===== src/rco_regs.svh =====
// Function
// - Reads of the control register always return its contents, and writes are dropped while write protection is active.
// - The control register at offset 0Fh holds the alarm source, the update period and the countdown timer settings.
// - The timer repeat select bit chooses single mode or repeat mode for the countdown timer.
// - In single mode the enabled countdown stops when it reaches zero and the block clears the countdown enable bit itself.
// - In repeat mode the countdown reloads at zero and keeps counting, giving periodic events.
// - Bit 6 is not implemented and always reads as zero.
// - An alarm source select of zero, the reset value, makes the alarm compare against the weekday.
`ifndef RCO_REGS_SVH
`define RCO_REGS_SVH

// ****************************************************************
// Register map
// ****************************************************************
`define RCO_ADDR_CONTROL_ONE 8'h0F
`define RCO_RESET_CONTROL_ONE 8'h00

// ****************************************************************
// Field positions of control_one
// ****************************************************************
`define RCO_BIT_TIMER_REPEAT 7
`define RCO_BIT_UNUSED 6
`define RCO_BIT_ALARM_SOURCE 5
`define RCO_BIT_UPDATE_PERIOD 4
`define RCO_BIT_REFRESH_DISABLE 3
`define RCO_BIT_COUNTDOWN_EN 2
`define RCO_CLK_SEL_MSB 1
`define RCO_CLK_SEL_LSB 0

// ****************************************************************
// Default source divisions, in ref_clk cycles per decrement
// ****************************************************************
`define RCO_DIV_SEL0 40'h000000EE6B
`define RCO_DIV_SEL1 40'h00003B9ACA
`define RCO_DIV_SEL2 40'h000EE6B280
`define RCO_DIV_SEL3 40'h037E11D600

`endif


===== src/rco_pkg.sv =====
package rco_pkg;

   // Countdown source selection codes
   typedef enum logic [1:0] {
      RCO_SRC_0 = 2'h0,
      RCO_SRC_1 = 2'h1,
      RCO_SRC_2 = 2'h2,
      RCO_SRC_3 = 2'h3
   } rco_clk_sel_t;

   // Alarm compare target
   typedef enum logic {
      RCO_ALARM_WEEKDAY = 1'h0,
      RCO_ALARM_DATE = 1'h1
   } rco_alarm_src_t;

   // Countdown mode
   typedef enum logic {
      RCO_MODE_SINGLE = 1'h0,
      RCO_MODE_REPEAT = 1'h1
   } rco_mode_t;

endpackage


===== src/rco_tick_div.sv =====
`timescale 1ns/1ps
`include "rco_regs.svh"

module rco_tick_div
   import rco_pkg::*;
#(
   parameter logic [39:0] DIV0 = `RCO_DIV_SEL0,
   parameter logic [39:0] DIV1 = `RCO_DIV_SEL1,
   parameter logic [39:0] DIV2 = `RCO_DIV_SEL2,
   parameter logic [39:0] DIV3 = `RCO_DIV_SEL3
) (
   input wire logic ref_clk,          // System clock
   input wire logic rst_b,            // Async reset, active low
   input wire logic run,              // Divider runs while high
   input wire rco_clk_sel_t sel,      // Source rate select
   output logic tick                  // One-cycle decrement enable
);

   logic [39:0] cnt_ff;
   logic [39:0] nxt_cnt;
   logic [39:0] limit;

   // ****************************************************************
   // Division lookup
   // ****************************************************************
   function automatic logic [39:0] pick_div(input rco_clk_sel_t s);
      logic [39:0] d;
      d = DIV0;
      unique case (s)
         RCO_SRC_0: d = DIV0;
         RCO_SRC_1: d = DIV1;
         RCO_SRC_2: d = DIV2;
         RCO_SRC_3: d = DIV3;
      endcase
      return d;
   endfunction

   assign limit = pick_div(sel);

   always_comb begin
      nxt_cnt = cnt_ff + 40'h0000000001;
      if (!run || nxt_cnt >= limit) begin
         nxt_cnt = 40'h0000000000;
      end
   end

   always_ff @(posedge ref_clk or negedge rst_b) begin
      if (!rst_b) begin
         cnt_ff <= 40'h0000000000;
      end else begin
         cnt_ff <= nxt_cnt;
      end
   end

   always_ff @(posedge ref_clk or negedge rst_b) begin
      if (!rst_b) begin
         tick <= 1'b0;
      end else begin
         tick <= run && (cnt_ff + 40'h0000000001 >= limit);
      end
   end

endmodule


===== src/rco_control_one.sv =====
`timescale 1ns/1ps
`include "rco_regs.svh"

module rco_control_one
   import rco_pkg::*;
#(
   parameter int CNT_W = 12,
   parameter logic [39:0] DIV0 = `RCO_DIV_SEL0,
   parameter logic [39:0] DIV1 = `RCO_DIV_SEL1,
   parameter logic [39:0] DIV2 = `RCO_DIV_SEL2,
   parameter logic [39:0] DIV3 = `RCO_DIV_SEL3
) (
   input wire logic ref_clk,                  // System clock
   input wire logic rst_b,                    // Async reset, active low
   input wire logic [7:0] reg_addr,           // Register address
   input wire logic reg_wr,                   // Write strobe
   input wire logic reg_rd,                   // Read strobe
   input wire logic [7:0] reg_wdata,          // Write data
   input wire logic write_protect,            // Password lock active
   input wire logic [CNT_W-1:0] timer_reload, // Countdown start value
   output logic [7:0] reg_rdata_ff,           // Read data
   output logic reg_rvalid_ff,                // Read data valid pulse
   output logic wr_rejected_ff,               // Write dropped pulse
   output logic timer_repeat_select_ff,       // Repeat mode
   output logic alarm_source_select_ff,       // Alarm source, 0 weekday
   output logic update_period_select_ff,      // Update period select
   output logic config_refresh_disable_ff,    // Refresh disable
   output logic countdown_enable_ff,          // Countdown running
   output logic [1:0] countdown_clock_select_ff, // Countdown rate
   output logic [CNT_W-1:0] countdown_value_ff,  // Current count
   output logic countdown_event_ff            // Count reached zero pulse
);

   logic wr_hit;
   logic wr_ok;
   logic rd_hit;
   logic start;
   logic tick;
   logic at_zero;
   logic single_stop;
   logic [7:0] ctrl_word;
   logic [CNT_W-1:0] one_cnt;

   assign one_cnt = {{(CNT_W-1){1'b0}}, 1'b1};

   // ****************************************************************
   // Register access decode
   // ****************************************************************
   assign wr_hit = reg_wr && (reg_addr == `RCO_ADDR_CONTROL_ONE);
   assign wr_ok = wr_hit && !write_protect;
   assign rd_hit = reg_rd && (reg_addr == `RCO_ADDR_CONTROL_ONE);

   assign ctrl_word = {
      timer_repeat_select_ff,
      1'b0,
      alarm_source_select_ff,
      update_period_select_ff,
      config_refresh_disable_ff,
      countdown_enable_ff,
      countdown_clock_select_ff
   };

   // ****************************************************************
   // Countdown control terms
   // ****************************************************************
   assign start = wr_ok && reg_wdata[`RCO_BIT_COUNTDOWN_EN] &&
                  !countdown_enable_ff;
   assign at_zero = countdown_enable_ff && tick &&
                    (countdown_value_ff <= one_cnt);
   assign single_stop = at_zero &&
      (rco_mode_t'(timer_repeat_select_ff) == RCO_MODE_SINGLE);

   // ****************************************************************
   // Configuration fields
   // ****************************************************************
   always_ff @(posedge ref_clk or negedge rst_b) begin
      if (!rst_b) begin
         timer_repeat_select_ff <= 1'b0;
         alarm_source_select_ff <= RCO_ALARM_WEEKDAY;
         update_period_select_ff <= 1'b0;
         config_refresh_disable_ff <= 1'b0;
         countdown_clock_select_ff <= 2'h0;
      end else if (wr_ok) begin
         timer_repeat_select_ff <= reg_wdata[`RCO_BIT_TIMER_REPEAT];
         alarm_source_select_ff <= reg_wdata[`RCO_BIT_ALARM_SOURCE];
         update_period_select_ff <= reg_wdata[`RCO_BIT_UPDATE_PERIOD];
         config_refresh_disable_ff <= reg_wdata[`RCO_BIT_REFRESH_DISABLE];
         countdown_clock_select_ff <=
            reg_wdata[`RCO_CLK_SEL_MSB:`RCO_CLK_SEL_LSB];
      end
   end

   // ****************************************************************
   // Countdown enable, software write wins over self clear
   // ****************************************************************
   always_ff @(posedge ref_clk or negedge rst_b) begin
      if (!rst_b) begin
         countdown_enable_ff <= 1'b0;
      end else if (wr_ok) begin
         countdown_enable_ff <= reg_wdata[`RCO_BIT_COUNTDOWN_EN];
      end else if (single_stop) begin
         countdown_enable_ff <= 1'b0;
      end
   end

   // ****************************************************************
   // Countdown value
   // ****************************************************************
   always_ff @(posedge ref_clk or negedge rst_b) begin
      if (!rst_b) begin
         countdown_value_ff <= {CNT_W{1'b0}};
      end else if (start) begin
         countdown_value_ff <= timer_reload;
      end else if (at_zero) begin
         if (single_stop) begin
            countdown_value_ff <= {CNT_W{1'b0}};
         end else begin
            countdown_value_ff <= timer_reload;
         end
      end else if (countdown_enable_ff && tick) begin
         countdown_value_ff <= countdown_value_ff - one_cnt;
      end
   end

   always_ff @(posedge ref_clk or negedge rst_b) begin
      if (!rst_b) begin
         countdown_event_ff <= 1'b0;
      end else begin
         countdown_event_ff <= at_zero && !wr_ok;
      end
   end

   // ****************************************************************
   // Read path and write refusal
   // ****************************************************************
   always_ff @(posedge ref_clk or negedge rst_b) begin
      if (!rst_b) begin
         reg_rdata_ff <= `RCO_RESET_CONTROL_ONE;
         reg_rvalid_ff <= 1'b0;
      end else begin
         reg_rvalid_ff <= rd_hit;
         if (rd_hit) begin
            reg_rdata_ff <= ctrl_word;
         end
      end
   end

   always_ff @(posedge ref_clk or negedge rst_b) begin
      if (!rst_b) begin
         wr_rejected_ff <= 1'b0;
      end else begin
         wr_rejected_ff <= wr_hit && write_protect;
      end
   end

   // ****************************************************************
   // Decrement rate
   // ****************************************************************
   rco_tick_div #(
      .DIV0(DIV0),
      .DIV1(DIV1),
      .DIV2(DIV2),
      .DIV3(DIV3)
   ) u_tick (
      .ref_clk(ref_clk),
      .rst_b(rst_b),
      .run(countdown_enable_ff),
      .sel(rco_clk_sel_t'(countdown_clock_select_ff)),
      .tick(tick)
   );

endmodule


===== config.mk =====
export PLATFORM = sky130hd
export DESIGN_NAME = rco_control_one
export DESIGN_NICKNAME = d
export VERILOG_FILES = /design/src/rco_pkg.sv /design/src/rco_tick_div.sv /design/src/rco_control_one.sv
export VERILOG_INCLUDE_DIRS = /design/src /design/src/src
export SDC_FILE = /design/constraint.sdc
export NUM_CORES = 1
export LEC_CHECK = 0
export ABC_AREA = 1
export BUFFER_PORTS_ARGS = -buffer_cell sky130_fd_sc_hd__buf_2
export CAP_MARGIN = 40
export CORE_ASPECT_RATIO = 0.7
export CORE_MARGIN = 2
export CORE_UTILIZATION = 40
export DETAILED_ROUTE_END_ITERATION = 8
export SLEW_MARGIN = 20
export SYNTH_ARGS = -nofsm -noshare
export SYNTH_HDL_FRONTEND = slang
export SYNTH_HIERARCHICAL = 1
export SYNTH_SLANG_ARGS = --single-unit

===== constraint.sdc =====
create_clock -name ref_clk -period 5.95 [get_ports ref_clk]
set_input_delay 1.19 -clock ref_clk [delete_from_list [all_inputs] [get_ports ref_clk]]
set_output_delay 1.19 -clock ref_clk [all_outputs]
set_load 0.02 [all_outputs]

==> results of run 1 <==
## cell families after synthesis
family          after synthesis
flops                        70
simple gates                397
buf+inv                      95
xor+xnor                     29
compound gates               44
other cells                   2
mux                           5
fa+ha+maj                    35
## stage by stage
stage	instance area (um^2)	utilization, %	setup slack, ns
2_1_floorplan	5000	-	3.03
3_3_place_gp	5430	44.2	1.89
3_5_place_dp	5460	44.4	1.90
4_1_cts	5790	47.1	1.86
5_1_grt	5810	47.3	1.72
6_report	5810	47.3	2.09
## sequential cells by signal, summed over array words and instances (netlist names)
name and cells:
u_tick/cnt_ff 40, countdown_value_ff 12, reg_rdata_ff 7, countdown_clock_select_ff 2, alarm_source_select_ff 1, config_refresh_disable_ff 1
countdown_enable_ff 1, countdown_event_ff 1, reg_rvalid_ff 1, timer_repeat_select_ff 1, u_tick/tick 1, update_period_select_ff 1
wr_rejected_ff 1
## metal layers
layer	global-route usage, %	part of all wire (%)	vias up
li1	-	-	2264
met1	30.3	53	2090
met2	28.4	41	101
met3	4.07	4.4	14
met4	4.36	1.2	0
met5	0	0	-
## where the power goes
group / switching [mW] / internal, mW / total, mW / leakage (nW)
Combinational: 0.0504 / 0.0296 / 0.0800 / 1.74
Sequential: 0.0117 / 0.485 / 0.497 / 0.928
Clock: 0.225 / 0.373 / 0.598 / 0.159
Total: 0.287 / 0.888 / 1.17 / 2.82
## worst max-delay path, delay by kind of cell, from the launching register on
family,cells,cell delay (ns)
XOR/XNOR,1,0.26
adder cells (fa/ha/maj),1,0.33
buffers and inverters,4,0.58
flip-flops,1,0.47
AND/OR/NAND/NOR,11,2.06
## layout make-up
| class | count | area, um^2 | area share [%] |
|---|---|---|---|
| well taps | 162 | 203 | 3.49 |
| inverters | 86 | 323 | 5.56 |
| clock inverters | 7 | 105 | 1.81 |
| flip-flops and latches | 70 | 1750 | 30.1 |
| clock buffers | 9 | 225 | 3.88 |
| multi-input cells | 517 | 2850 | 49.1 |
| repair buffers | 62 | 350 | 6.03 |
## worst max-delay path by stage
stage	endpoint	slack (ns)	depth (start not counted)
floorplan	u_tick/cnt_ff[31]	3.03	18
global placement	u_tick/cnt_ff[0]	1.89	15
detailed placement	u_tick/cnt_ff[2]	1.90	15
CTS	u_tick/cnt_ff[2]	1.86	15
global route	u_tick/cnt_ff[0]	1.72	17
finish	u_tick/cnt_ff[0]	2.09	17
## placed cells by master (no fill, tap or decap), types with 6 or more instances in the layout
master / count
ha_1: 35
o21ai_1: 9
nand3_1: 29
nand2_1: 182
o21ai_0: 8
inv_1: 84
nand2_2: 8
nand4_1: 16
dfrtp_1: 70
nor2_1: 97
clkbuf_16: 9
buf_2: 59
xor2_1: 17
xnor2_1: 12
a21oi_1: 17
nor3_1: 6
nor2_2: 37
conb_1: 7
==> results.ini, run 1 <==
[drt]
totalWireLength_um=12300
drt-pass1-iter-count=6
antenna_left=0
vias_per_cell=4.89
vias=4469
post_drt_wl_per_cell_um=13.5
drc=0
drt_iter0_drc=304

[power]
power-per-cell-area_mw_per_mm2=202
ir_drop_v=0.000139
p_leak_nw=2.82
finalPower_mw=1.18

[synth]
synth_common_cells=nand2_1, nor2_1, inv_1
muxShareOfSynthArea_pct=1.13
synthAdderAreaFrac_pct=8.79
yosys.area_share.simple_pct=36.7
synth_compound_area_share_pct=5.05
ys_ff_latch=70
synth_top_family_by_area=simple AND/OR/NAND/NOR gates
synth-xor-area-share_pct=5.10
async_flop_share_pct=100
post-synth-top-count-cell=nand2_1
synth-edff-count=0
synth_top_area_share_pct=35.2
yosys.area.top_type=dfrtp_1
synth-seq-area-share_pct=35.2
syn_inst=677
ys_top_cells_by_area=dfrtp_1, nand2_1, ha_1
ys_types=40
synth-main-ff-cell=dfrtp_1
avgSynthCellArea_um2=7.36
yosysWarningCount=6
syn_area_mm2=0.00498

[cts]
cts_resized=0
clkLatencyLatePin_ns=0.34
cts_tree=yes
cts-root-buf=clkbuf_16
numCtsBuffers=9
post-cts-setup-buffers=0
htreeDepth=3
clk_pin_slew_ns=0.06
cts_buffer_depth=2
clock_sinks=70
hold_buffers=0

[sta]
period_needed_ns=3.86
hold_ws_ns=0.497
worstMarginPinSlew_ns=0.595
relSlewSlack_pct=60.0
rsz0062_at_grt=false
setup_tns_ns=0
finClkSkew_ns=0.00757
hold_viol_final=0
setup_viol=0
fmax_mhz=259
drv_slew=0
period_share_pct=64.8

[hold_path]
hold_path_startpoint=reg_rdata_ff[7]
holdPathStages=1
hp-class=reg -> reg
hold_path_end=reg_rdata_ff[7]

[floorplan]
core.rowCount=34
core_mm2=0.0123
io_pins=63
dieWidth_um=137
dieArea_mm2=0.0134
die_h_um=97.4
start_util_pct=40.5

[worst_setup_path]
crit_path_max_fanout=26
rrSetupSlack_ns=2.09
path_cells=nand3_2, inv_2, nand2_1, nor2_1, inv_1, nor4_1, xor2_1, inv_1, ha_1, nand4_1, nor3_1, nand3_1, nand3_1, nand2_1, nand4_4, buf_12, nor2_1
r2r-end=u_tick/cnt_ff[0]
r2r_cells=17
criticalPathCategory=reg -> reg
slowest_stage=dfrtp_1
cp.arrival_ns=4.08
startpoint=u_tick/cnt_ff[2]
crit_required_ns=6.17
startpoint_type=register
rr_startpoint=u_tick/cnt_ff[2]
cp_slowest_stage_delay_ns=0.47
end_kind=register

[cells_and_area]
layout-drive-gt1-share_pct=19.7
stdcell_count=913
fill_cells=1227
syn2layout_area_growth_pct=16.6
fin_nets=814
num_antenna_cells=0

[placed_design]
gp_congestion=0.911
dp_hpwl_um=9620
io_buffer_count=60
dpl.cell_count=896

[global_route]
antenna_found_initial=0
track_usage_pct=19.7
grt_pass1_wl_um=20700
grt.overflow.total=0
first_global_vias=4274
grt_max_degree=53

[flow_run]
maxCapViolCount=0

[run_status]
status=finished, final reports clean

(Power assumes the default switching activity.)
==> run 2, diff against run 1 <==
- clock period: 5.95 -> 3.7 ns (I/O delays scaled with it)
==> results.ini, run 2 (synthesized netlist as in run 1, its figures left out) <==
[placed_design]
place_area_mm2=0.00554
dpl.cell_count=905
dp_hpwl_um=9830
io_buffer_count=60
gp_congestion=0.920
post-place-ws_ns=0.196

[flow_run]
maxCapViolCount=0

[worst_setup_path]
end_kind=register
startpoint_type=register
criticalPathCategory=reg -> reg
rrSetupSlack_ns=0.25
cp.arrival_ns=3.67
crit_path_max_fanout=8
r2r_cells=16
crit_required_ns=3.92

[power]
power_frac_seq_pct=42.1
power_switching_mw=0.466
ir_drop_v=0.000212
internal-power_mw=1.43
p_sw_share_pct=24.6
power-per-cell-area_mw_per_mm2=321
pwr-share-comb_pct=6.7
p_leak_nw=2.86
finalPower_mw=1.89
pwr-share-clk_pct=51.1

[drt]
drt-pass1-iter-count=5
totalWireLength_um=12400
vias=4496
drt_iter0_drc=340
vias_per_cell=4.88
post_drt_wl_per_cell_um=13.4
antenna_left=0
drc=0

[cells_and_area]
reg.largest.list=u_tick/cnt_ff: 40 flops, countdown_value_ff: 12 flops, reg_rdata_ff: 7 flops
largest_reg_flops=40
num_antenna_cells=0
fin_area_mm2=0.00590
regMostFlops=u_tick/cnt_ff
stdcell_count=921
final_core_util_pct=48.0
syn2layout_area_growth_pct=18.4
final_cell_mix=nand2_1, nor2_1, inv_1
fin_nets=822
layout-drive-gt1-share_pct=21.2
layout_commonest_cell=nand2_1

[sta]
period_needed_ns=3.45
hold_ws_ns=0.280
hold_viol_final=0
fmax_mhz=290
drv_slew=0
setup_tns_ns=0
rsz0062_at_grt=false
period_share_pct=93.2
relSlewSlack_pct=63.6
setup_viol=0
finClkSkew_ns=0.00569
worstMarginPinSlew_ns=0.546
timing.final.ws_setup_ns=0.253

[floorplan]
dieArea_mm2=0.0134
die_h_um=97.4
io_pins=63
start_util_pct=40.5
dieWidth_um=137
core_mm2=0.0123
core.rowCount=34

[cts]
cts-root-buf=clkbuf_16
cts_buffer_depth=2
htreeDepth=3
hold_buffers=0
clock_sinks=70
clk_pin_slew_ns=0.06
cts_tree=yes
clkLatencyLatePin_ns=0.34
post-cts-setup-buffers=0
numCtsBuffers=9

[global_route]
first_global_vias=4320
grt_pass1_wl_um=21000
antenna_found_initial=0
grt_max_degree=52
track_usage_pct=20.0
grt.overflow.total=0

[run_status]
status=finished, final reports clean

[hold_path]
hp-class=in -> async

==> run 2: per-layer routing <==
metal | up-vias | GRT usage, % | wire [um]
met5 | - | 0 | 0
met1 | 2079 | 31.6 | 6630
met2 | 131 | 27.7 | 5030
met3 | 8 | 4.33 | 632
li1 | 2278 | - | -
met4 | 0 | 3.81 | 65
==> run 2: worst max-delay path: stages (launching register included) <==
cell	delay, ns
dfrtp_1	0.40
ha_1	0.29
nand2_2	0.09
nor3_1	0.30
nand3_1	0.22
nor2_1	0.26
xnor2_1	0.21
inv_1	0.09
ha_1	0.28
nand4_1	0.11
nor3_1	0.21
nand3_1	0.11
nand3_1	0.16
nand2_1	0.13
nand4_4	0.18
buf_4	0.22
nor2_2	0.04
==> run 2: what timing repair did <==
item / CTS / global route
gates resized for setup: 0 / 6
endpoints found under the setup margin: 0 / 35
hold endpoints to repair: 0 / 0
==> run 2: cell type report <==
type / count / area [um^2]
flip-flops and latches: 70 / 1750
well taps: 162 / 203
multi-input cells: 517 / 2880
inverters: 86 / 323
clock inverters: 7 / 105
clock buffers: 9 / 225
repair buffers: 70 / 410
fillers: 1213 / 6390
==> run 2: worst paths after layout <==
| check | from | end |
|---|---|---|
| worst min register to register | reg_rdata_ff[7] | reg_rdata_ff[7] |
| worst max-delay path | u_tick/cnt_ff[0] | u_tick/cnt_ff[28] |
| min in group ref_clk | reg_rdata_ff[7] | reg_rdata_ff[7] |
| worst min-delay path | rst_b | u_tick/cnt_ff[0] |
| worst max register to register | u_tick/cnt_ff[0] | u_tick/cnt_ff[28] |
| max in group asynchronous | rst_b | u_tick/cnt_ff[31] |
==> run 2: power by group through the flow <==
stage / clock [mW] / sequential [mW] / combinational [mW]
floorplan: 0 / 0.822 / 0.0538
global placement: 0 / 0.812 / 0.122
detailed placement: 0 / 0.812 / 0.129
CTS: 0.984 / 0.798 / 0.130
global route: 1.02 / 0.800 / 0.146
finish: 0.969 / 0.798 / 0.127
